## config.mk

```make
export PLATFORM = sky130hd
export DESIGN_NAME = asis_input_select
export DESIGN_NICKNAME = d
export VERILOG_FILES = /design/src/common/asis_pkg.sv /design/src/core/asis_input_select.sv
export SDC_FILE = /design/constraint.sdc
export NUM_CORES = 1
export LEC_CHECK = 0
export ABC_AREA = 0
export BUFFER_PORTS_ARGS = -buffer_cell sky130_fd_sc_hd__buf_2
export CAP_MARGIN = 0
export CORE_ASPECT_RATIO = 2
export CORE_UTILIZATION = 50
export DETAILED_ROUTE_END_ITERATION = 8
export PLACE_DENSITY = 0.78
export SLEW_MARGIN = 10
export SYNTH_ARGS = -nofsm -noshare
export SYNTH_HDL_FRONTEND = slang
export SYNTH_SLANG_ARGS = --single-unit
```

## constraint.sdc

```tcl
create_clock -name hclk -period 2.1 [get_ports hclk]
set_input_delay 0.21 -clock hclk [delete_from_list [all_inputs] [get_ports hclk]]
set_output_delay 0.21 -clock hclk [all_outputs]
set_load 0.05 [all_outputs]
```

## src/common/asis_pkg.sv

```systemverilog
// package for the sequence-0 input-select block
// assumes a single AHB-Lite slave behind a 32-bit data bus
package asis_pkg;
  localparam logic [31:0] ASIS_OFS_INPUT_SEL  = 32'h0000_0000;
  localparam logic [31:0] ASIS_OFS_STEP_CTRL  = 32'h0000_0004;
  localparam logic [31:0] ASIS_OFS_STEP_STAT  = 32'h0000_0008;
  localparam logic [31:0] ASIS_RESET_INPUT_SEL = 32'h0000_0000;
  // writable bits: fields at 1:0, 5:4, 9:8, 13:12, 17:16, 21:20, 25:24; writes go through ASIS_IMPL_MASK, so 29:28 is not writable
  localparam logic [31:0] ASIS_WRITE_MASK    = 32'h3333_3333;
  // the eighth field is out of scope and held at zero
  localparam logic [31:0] ASIS_IMPL_MASK     = 32'h0333_3333;
  localparam int          ASIS_FIELD_STRIDE  = 4;
  localparam int          ASIS_STEPS         = 7;
  localparam logic [1:0]  ASIS_HTRANS_NONSEQ = 2'h2;
  localparam logic [1:0]  ASIS_HTRANS_SEQ    = 2'h3;

  typedef struct packed {
    logic [2:0] step;
    logic [1:0] input_sel;
    logic       active;
  } asis_conv_t;
endpackage

```

## src/core/asis_input_select.sv

```systemverilog
// input-select register of sample sequencer 0 with a step-driven mux output
// assumes AHB-Lite single word transfers and a sequencer that pulses step_start
`timescale 1ns/10ps
`default_nettype none

// Operation
// - step seven converts the input named by bits 25:24.
// - step six converts the input named by bits 21:20.
// - step five converts the input named by bits 17:16, writable, reset zero.
// - step four converts the input named by bits 13:12, writable, reset zero.
// - step three converts the input named by bits 9:8, writable, reset zero.
// - step two converts the input named by bits 5:4, writable, reset zero.
// - step one converts the input named by bits 1:0, writable, reset zero.
// - reserved bit pairs ignore writes and read zero; software keeps them on read-modify-write.
// - a field value is the number of the analog input pin to sample.
module asis_input_select (
  input  wire logic        hclk,
  input  wire logic        hresetn,
  input  wire logic        hsel,
  input  wire logic [31:0] haddr,
  input  wire logic [1:0]  htrans,
  input  wire logic        hwrite,
  input  wire logic [2:0]  hsize,
  input  wire logic [31:0] hwdata,
  input  wire logic        hready,
  output logic      [31:0] hrdata,
  output logic             hreadyout,
  output logic             hresp,
  input  wire logic        step_start,
  input  wire logic [2:0]  step_index,
  output logic      [1:0]  analog_input_sel,
  output logic      [2:0]  active_step,
  output logic             conv_active
);
  logic [31:0] input_sel;
  logic [31:0] next_input_sel;
  logic        wr_pend;
  logic        next_wr_pend;
  logic [31:0] wr_addr;
  logic [31:0] next_wr_addr;
  logic [31:0] next_hrdata;
  asis_pkg::asis_conv_t conv;
  asis_pkg::asis_conv_t next_conv;
  logic        next_hreadyout;
  logic        next_hresp;
  logic [1:0]  field [0:asis_pkg::ASIS_STEPS-1];
  logic        addr_take;

  // one field per step, step index 0 is the first step
  genvar gi;
  generate
    for (gi = 0; gi < asis_pkg::ASIS_STEPS; gi++)
    begin : g_field
      assign field[gi] = input_sel[gi*asis_pkg::ASIS_FIELD_STRIDE +: 2];
    end
  endgenerate

  assign addr_take = hsel && hready &&
    (htrans == asis_pkg::ASIS_HTRANS_NONSEQ || htrans == asis_pkg::ASIS_HTRANS_SEQ);

  // bus: zero wait state, writes land at the data phase edge
  always_comb
  begin
    next_input_sel = input_sel;
    next_wr_pend   = 1'b0;
    next_wr_addr   = wr_addr;
    next_hrdata    = hrdata;
    if (wr_pend && wr_addr == asis_pkg::ASIS_OFS_INPUT_SEL)
    begin
      // reserved pairs and the eighth field stay zero
      next_input_sel = hwdata & asis_pkg::ASIS_IMPL_MASK;
    end
    if (addr_take)
    begin
      next_wr_pend = hwrite;
      next_wr_addr = {haddr[31:2], 2'b00};
      next_hrdata  = 32'h0000_0000;
      if (!hwrite)
      begin
        unique case ({haddr[31:2], 2'b00})
          asis_pkg::ASIS_OFS_INPUT_SEL: next_hrdata = next_input_sel;
          asis_pkg::ASIS_OFS_STEP_STAT: next_hrdata = {26'h0, conv.active, conv.step,
                                                       conv.input_sel};
          default:                      next_hrdata = 32'h0000_0000;
        endcase
      end
    end
  end

  always_ff @(posedge hclk or negedge hresetn)
  begin
    if (!hresetn)
    begin
      input_sel <= asis_pkg::ASIS_RESET_INPUT_SEL;
      wr_pend   <= 1'b0;
      wr_addr   <= 32'h0000_0000;
      hrdata    <= 32'h0000_0000;
    end
    else
    begin
      input_sel <= next_input_sel;
      wr_pend   <= next_wr_pend;
      wr_addr   <= next_wr_addr;
      hrdata    <= next_hrdata;
    end
  end

  // conversion step: latch the field only when a step starts
  always_comb
  begin
    next_conv = conv;
    if (step_start)
    begin
      next_conv.active = (int'(step_index) < asis_pkg::ASIS_STEPS);
      next_conv.step   = step_index;
      // field value is the pin number itself, no decoding
      next_conv.input_sel = (int'(step_index) < asis_pkg::ASIS_STEPS) ?
                            field[step_index] : 2'h0;
    end
  end

  always_ff @(posedge hclk or negedge hresetn)
  begin
    if (!hresetn)
      conv <= '0;
    else
      conv <= next_conv;
  end

  // zero wait state, always OKAY; held in flops so the bus pins come from registers
  always_comb
  begin
    next_hreadyout = 1'b1;
    next_hresp     = 1'b0;
  end

  always_ff @(posedge hclk or negedge hresetn)
  begin
    if (!hresetn)
    begin
      hreadyout <= 1'b1;
      hresp     <= 1'b0;
    end
    else
    begin
      hreadyout <= next_hreadyout;
      hresp     <= next_hresp;
    end
  end

  assign analog_input_sel = conv.input_sel;
  assign active_step      = conv.step;
  assign conv_active      = conv.active;

  AST_STEP7: assert property (
    @(posedge hclk) disable iff (!hresetn)
    step_start && step_index == 3'h6
    |=> analog_input_sel == $past(input_sel[25:24]))
    else $error("step seven picked wrong input");

  AST_STEP6: assert property (
    @(posedge hclk) disable iff (!hresetn)
    step_start && step_index == 3'h5
    |=> analog_input_sel == $past(input_sel[21:20]))
    else $error("step six picked wrong input");

  AST_STEP5: assert property (
    @(posedge hclk) disable iff (!hresetn)
    step_start && step_index == 3'h4
    |=> analog_input_sel == $past(input_sel[17:16]))
    else $error("step five picked wrong input");

  AST_STEP4: assert property (
    @(posedge hclk) disable iff (!hresetn)
    step_start && step_index == 3'h3
    |=> analog_input_sel == $past(input_sel[13:12]))
    else $error("step four picked wrong input");

  AST_STEP3: assert property (
    @(posedge hclk) disable iff (!hresetn)
    step_start && step_index == 3'h2
    |=> analog_input_sel == $past(input_sel[9:8]))
    else $error("step three picked wrong input");

  AST_STEP2: assert property (
    @(posedge hclk) disable iff (!hresetn)
    step_start && step_index == 3'h1
    |=> analog_input_sel == $past(input_sel[5:4]))
    else $error("step two picked wrong input");

  AST_STEP1: assert property (
    @(posedge hclk) disable iff (!hresetn)
    step_start && step_index == 3'h0
    |=> analog_input_sel == $past(input_sel[1:0]))
    else $error("step one picked wrong input");

  AST_PIN_DIRECT: assert property (
    @(posedge hclk) disable iff (!hresetn)
    step_start && step_index != 3'h7
    |=> analog_input_sel == $past(field[step_index]))
    else $error("field value not used as pin number");

  AST_IDX8_IDLE: assert property (
    @(posedge hclk) disable iff (!hresetn)
    step_start && step_index == 3'h7
    |=> !conv_active && analog_input_sel == 2'h0)
    else $error("eighth index selected an input");

  AST_STEP_IDX: assert property (
    @(posedge hclk) disable iff (!hresetn)
    step_start
    |=> active_step == $past(step_index))
    else $error("step index not latched");

  AST_STEP_ACTIVE: assert property (
    @(posedge hclk) disable iff (!hresetn)
    step_start && step_index != 3'h7
    |=> conv_active)
    else $error("valid step not flagged active");

  AST_HOLD_NO_STEP: assert property (
    @(posedge hclk) disable iff (!hresetn)
    !step_start
    |=> $stable(analog_input_sel) && $stable(active_step))
    else $error("selection changed without step start");

  AST_RSVD_ZERO: assert property (
    @(posedge hclk) disable iff (!hresetn)
    (input_sel & ~asis_pkg::ASIS_IMPL_MASK) == 32'h0)
    else $error("reserved bits not zero");

  AST_WRITE_LANDS: assert property (
    @(posedge hclk) disable iff (!hresetn)
    addr_take && hwrite && haddr[31:2] == 30'h0 ##1 1'b1
    |=> input_sel == ($past(hwdata) & asis_pkg::ASIS_IMPL_MASK))
    else $error("write did not land");

  AST_WR_OTHER_IGNORED: assert property (
    @(posedge hclk) disable iff (!hresetn)
    wr_pend && wr_addr != asis_pkg::ASIS_OFS_INPUT_SEL
    |=> $stable(input_sel))
    else $error("write elsewhere changed the register");

  AST_NO_WR_HOLD: assert property (
    @(posedge hclk) disable iff (!hresetn)
    !wr_pend
    |=> $stable(input_sel))
    else $error("register changed without a write");

  AST_RD_SEL: assert property (
    @(posedge hclk) disable iff (!hresetn)
    addr_take && !hwrite && haddr[31:2] == 30'h0 && !wr_pend
    |=> hrdata == $past(input_sel))
    else $error("read of select register wrong");

  AST_RD_AFTER_WR: assert property (
    @(posedge hclk) disable iff (!hresetn)
    addr_take && !hwrite && haddr[31:2] == 30'h0 && wr_pend && wr_addr == 32'h0
    |=> hrdata == ($past(hwdata) & asis_pkg::ASIS_IMPL_MASK))
    else $error("read after write missed new value");

  AST_RD_RSVD_WORD: assert property (
    @(posedge hclk) disable iff (!hresetn)
    addr_take && !hwrite && haddr[31:2] == 30'h1
    |=> hrdata == 32'h0)
    else $error("reserved word read not zero");

  AST_RD_UNMAPPED: assert property (
    @(posedge hclk) disable iff (!hresetn)
    addr_take && !hwrite && haddr[31:2] > 30'h2
    |=> hrdata == 32'h0)
    else $error("unmapped read not zero");

  AST_RD_STAT: assert property (
    @(posedge hclk) disable iff (!hresetn)
    addr_take && !hwrite && haddr[31:2] == 30'h2
    |=> hrdata == {26'h0, $past(conv_active), $past(active_step), $past(analog_input_sel)})
    else $error("step status read wrong");

  AST_RD_HOLD: assert property (
    @(posedge hclk) disable iff (!hresetn)
    !addr_take
    |=> $stable(hrdata))
    else $error("read data moved outside an access");

  AST_BUS_OKAY: assert property (
    @(posedge hclk) disable iff (!hresetn)
    hreadyout && !hresp)
    else $error("bus not ready or not okay");

  COV_WRITE: cover property (@(posedge hclk) disable iff (!hresetn)
    addr_take && hwrite && haddr[31:2] == 30'h0);
  COV_READ: cover property (@(posedge hclk) disable iff (!hresetn)
    addr_take && !hwrite && haddr[31:2] == 30'h0);
  COV_STEP7: cover property (@(posedge hclk) disable iff (!hresetn)
    step_start && step_index == 3'h6 && input_sel[25:24] == 2'h3);
  COV_WR_THEN_STEP: cover property (@(posedge hclk) disable iff (!hresetn)
    wr_pend ##1 step_start);
  COV_IDX8: cover property (@(posedge hclk) disable iff (!hresetn)
    step_start && step_index == 3'h7);
endmodule

`default_nettype wire

```

# Word-level counts from Yosys, hierarchy flattened
# Cells that the tools add are included.
[totals]
inputBits = 78
reg_bits = 101
[op_classes]
reduce_logical = 6
eq_ne = 3
n_bitwise = 1
mux = 8
order_cmp = 2
[op_table]
columns = ["operator", "count"]
rows = [
  ["32-bit two-way mux", 2],
  ["32-bit one-hot mux with 2 select lines", 1],
  ["32-bit logical NOT", 1],
  ["30-bit by 2-bit == test with 1-bit output, second input constant", 1],
  ["30-bit logical NOT", 1],
  ["2-bit binary-select mux with 3-bit select", 1],
  ["2-bit two-way mux", 3],
  ["2-bit == test, second input constant", 2],
  ["4-bit greater-or-equal comparator, second input constant", 1],
  ["3-bit NOT with 4-bit output", 1],
  ["1-bit logical AND", 3],
  ["3-bit < comparator, second input constant", 1],
  ["1-bit logical OR", 1],
  ["1-bit two-way mux", 1],
]

# Depth between registers and ports, before layout
[logic_depth]
word_depth = 5
depth_mapped = 6
depth_no_buf = 5

# Least setup slack after synthesis
# Ideal clock, no wire load.
[synth_timing]
path_kind = "register -> register"
start = "reg wr_addr[22]"
end = "reg hrdata[1]"
t_arrival_ps = 1754
setup_time_ps = 126
synth_period_minus_slack_ps = 1880
path_buffers = 1
path_stages_with_launch = 7
required_ps = 1974
setup_slack_ps = 220
path_cell_list = "dfrtp_1 nor4b_1 nand4_1 nor2_4 buf_6 mux2_2 a221o_1"
[synth_via]
elab_chain_cells = 5
[synth_lines]
columns = ["item", "line", "source"]
rows = [
  ["start: declaration", "asis_input_select.sv:39", "logic [31:0] wr_addr;"],
  ["start signal: assignment", "asis_input_select.sv:103", "wr_addr <= next_wr_addr;"],
  ["32-bit logical NOT", "asis_input_select.sv:68", "if (wr_pend && wr_addr == asis_pkg::ASIS_OFS_INPUT_SEL)"],
  ["1-bit logical AND", "asis_input_select.sv:68", ""],
  ["32-bit two-way mux", "asis_input_select.sv:68", ""],
  ["named net next_input_sel[1]", "asis_input_select.sv:36", "logic [31:0] next_input_sel;"],
  ["32-bit one-hot mux with 2 select lines", "asis_input_select.sv:80", "unique case ({haddr[31:2], 2'b00})"],
  ["32-bit two-way mux", "asis_input_select.sv:78", "if (!hwrite)"],
  ["end signal: assignment", "asis_input_select.sv:104", "hrdata <= next_hrdata;"],
  ["end: declaration", "asis_input_select.sv:26", "output logic [31:0] hrdata,"],
]
# The timed path passes the listed nets, and every way through them passes these cells.
# A chain may end at the register's enable or synchronous reset.

# Worst setup path in the final report
[layout_timing]
start = "reg wr_addr[31]"
end = "reg hrdata[21]"
# The elaborated chain is that of the path after synthesis.

==> impl_metrics.toml <==
[timing]
post-route-period-util = 0.979
fin_ws_ns = 0.0440
finalMaxSlewViolations = 0
hold_viol = 0
tightest_slew_ns = 0.521
rsz0062_at_grt = "true"
setup_violations = 0
relSlewSlack = 0.653
post-route-min-period_ns = 2.06
fmax_mhz = 486
skew_ns = 0.00658

[place]
place_congestion = 0.792
placed_area_mm2 = 0.00457
dp_hpwl_um = 6020
numPortBuffers = 91
pre_cts_slack_ns = -0.102

[synth]
synth_area_mm2 = 0.00394
yosys_warnings = 0
ys.flop_type = "dfrtp_1"
ys_types = 27
synth_cells = 332
ys_async_sr_fraction = 1.00
synth_seq_area_share = 0.642
synth_fp_nets = 410
ys_seq_elements = 101
postSynthAreaPerCell_um2 = 11.9
synth_edf_count = 0

[critical_path]
criticalPathCategory = "register to register"
r2r-start = "wr_addr[31]$_DFFE_PN0P_"
reg2reg_slack_ns = 0.04
path_max_fanout = 13
cp-start-kind = "register"
crit_required_ns = 2.34
r2r-end = "hrdata[21]$_DFFE_PN0P_"
ff2ff_path_depth = 7
worstPathArrival_ns = 2.29
cp-end-kind = "register"

[cts]
ctsRootBufferMaster = "clkbuf_16"
cts_max_level = 3
clock_tree.buffer_depth = 2
cts_buffers = 9
clock_latency_ns = 0.34
clk_pin_slew_ns = 0.07
clkSinkCount = 101
cts_tree = "done"

[route]
drt_iter0_drc = 223
wl_met2_um = 4640
via_per_inst = 5.42
antenna_left = 0
wl_met3_um = 325
routedWlPerCell_um = 16.3
vias = 2891
wirelength_um = 8680
drt_drc_violations_left = 0
highest_layer = "met4"
wl_met1_um = 3530
firstDrtPassIters = 6

[grt]
track_usage = 0.236
grt_pass1_wl_um = 14500
grt_antenna_before_repair = 0
grt-ovfl-total = 0
first_global_vias = 2963
grt_max_degree = 59

[die]
start_util = 0.518
die_y_um = 128
fp.dieW_um = 64.8
rows = 45
core_mm2 = 0.00760
ios = 118
die_area_mm2 = 0.00826

[pwr]
leakage_nw = 2.68
vdd_drop_max_v = 0.000572
power_density_mw_per_mm2 = 826

[final_layout]
nNetsFinal = 512
fill_cells = 601
num_antenna_cells = 0
syn_to_final_growth_pct = 26.6
multi_input_area_mm2 = 0.00136
register_area_mm2 = 0.00253
finalInstanceArea_mm2 = 0.00498
drive_gt1_frac = 0.346

[min_path]
whs_path_depth = 3
min_delay_worst_endpoint = "wr_addr[19]$_DFFE_PN0P_"
hold_path_startpoint = "haddr[19]"
hold_path.class = "input pin to register"

[flow_run]
drv_cap = 0

[run_status]
status = "finished clean"
cells in the mapped netlist (3+ instances only):
master	instances	area share
nand2_1	91	0.087
a221o_1	6	0.015
buf_4	5	0.0095
a22o_1	26	0.058
nand4_1	3	0.0048
clkbuf_1	10	0.0095
and2_1	7	0.011
o21ai_0	4	0.0051
nand3_1	3	0.0038
mux2_2	17	0.049
nor4_1	13	0.021
dfrtp_1	101	0.64
inv_1	4	0.0038
mux2i_1	4	0.010
nor2b_1	19	0.030
power breakdown:
group | leakage [nW] | total, W | internal (W) | switching [W]
clock | 0.141 | 0.00168 | 0.000940 | 0.000737
sequential | 1.36 | 0.00212 | 0.00205 | 0.0000700
combinational | 1.18 | 0.000324 | 0.000126 | 0.000199
repair_timing:
| action | in CTS | in global routing |
|---|---|---|
| hold buffers | 1 | 0 |
| resized for setup | 4 | 9 |
| hold endpoints to repair | 101 | 0 |
| setup endpoints to repair | 8 | 21 |
| buffers inserted | 3 | 2 |
| pin swaps | 3 | 0 |
cells in the final DEF (no fill, tap or decap), types with 2 or more instances in the layout:
master,instances
inv_6,2
nor4_2,2
nand2_1,91
o21ai_0,4
nor2b_1,19
and2_1,7
nand3_1,2
buf_2,90
clkbuf_16,9
dfrtp_1,101
and3_1,2
conb_1,2
nand4_1,3
mux2i_1,4
a22o_1,26
buf_12,4
inv_1,4
clkinvlp_4,3
mux2_4,9
mux4_2,2
buf_4,16
nor4_1,10
a221o_1,6
o22ai_1,2
mux2_2,8
through the flow:
stage | TNS [ns] | hold slack [ns] | utilization | instances | power (W)
CTS | 0 | 0.0577 | 0.649 | 531 | 0.00415
global route | -0.269 | 0.0611 | 0.656 | 533 | 0.00430
detailed placement | -0.608 | 0.00919 | 0.601 | 511 | 0.00246
finish | 0 | 0.0703 | 0.656 | 533 | 0.00412
global placement | -0.0357 | 0.00695 | 0.601 | 511 | 0.00244
floorplan | 0 | -0.0856 | - | 332 | 0.00229
layer usage:
metal  vias up  track usage
li1       1339            -
met1      1457        0.286
met2        82        0.400
met3        13       0.0536
met4         0       0.0954
met5         -            0
cells by family (layout without fill, tap and decap cells):
group / Yosys count / in the layout / synth area share
simple gates: 144 / 144 / 0.173
flops: 101 / 101 / 0.642
compound gates: 38 / 38 / 0.0813
buf+inv: 24 / 131 / 0.0318
mux: 23 / 23 / 0.0702
other cells: 2 / 2 / 0.00191
how the worst max path moves through the flow:
| stage | startpoint | to | slack (ns) | cells after the start |
|---|---|---|---|---|
| 2_1_floorplan | wr_addr[22]$_DFFE_PN0P_ | hrdata[1]$_DFFE_PN0P_ | 0.22 | 6 |
| 3_3_place_gp | wr_addr[26]$_DFFE_PN0P_ | hrdata[0]$_DFFE_PN0P_ | -0.01 | 6 |
| 3_5_place_dp | wr_addr[26]$_DFFE_PN0P_ | hrdata[4]$_DFFE_PN0P_ | -0.10 | 6 |
| 4_1_cts | wr_addr[31]$_DFFE_PN0P_ | hrdata[1]$_DFFE_PN0P_ | 0.009 | 6 |
| 5_1_grt | wr_addr[14]$_DFFE_PN0P_ | hrdata[8]$_DFFE_PN0P_ | -0.05 | 8 |
| 6_report | wr_addr[31]$_DFFE_PN0P_ | hrdata[21]$_DFFE_PN0P_ | 0.04 | 7 |
area by class of cell:
cell class,instances,share of cell area
inverters,4,0.00301
clock inverters,7,0.0163
flip-flops and latches,101,0.507
clock buffers,9,0.0452
well taps,94,0.0236
repair buffers,111,0.133
multi-input cells,207,0.272
worst max-delay path, cell delays in order (launching register included):
cell and delay (ns):
dfrtp_1 0.41, nor4_4 0.31, nand4_1 0.22, nor2_4 0.17
buf_12 0.16, buf_4 0.13, mux2_2 0.34, a22o_1 0.20
flip-flops by register name, indices dropped and copies added (netlist names):
register,cells
input_sel,32
hrdata,32
conv_active,1
wr_addr,30
wr_pend,1
analog_input_sel,2
active_step,3
Power figures use the tool's default switching activity.
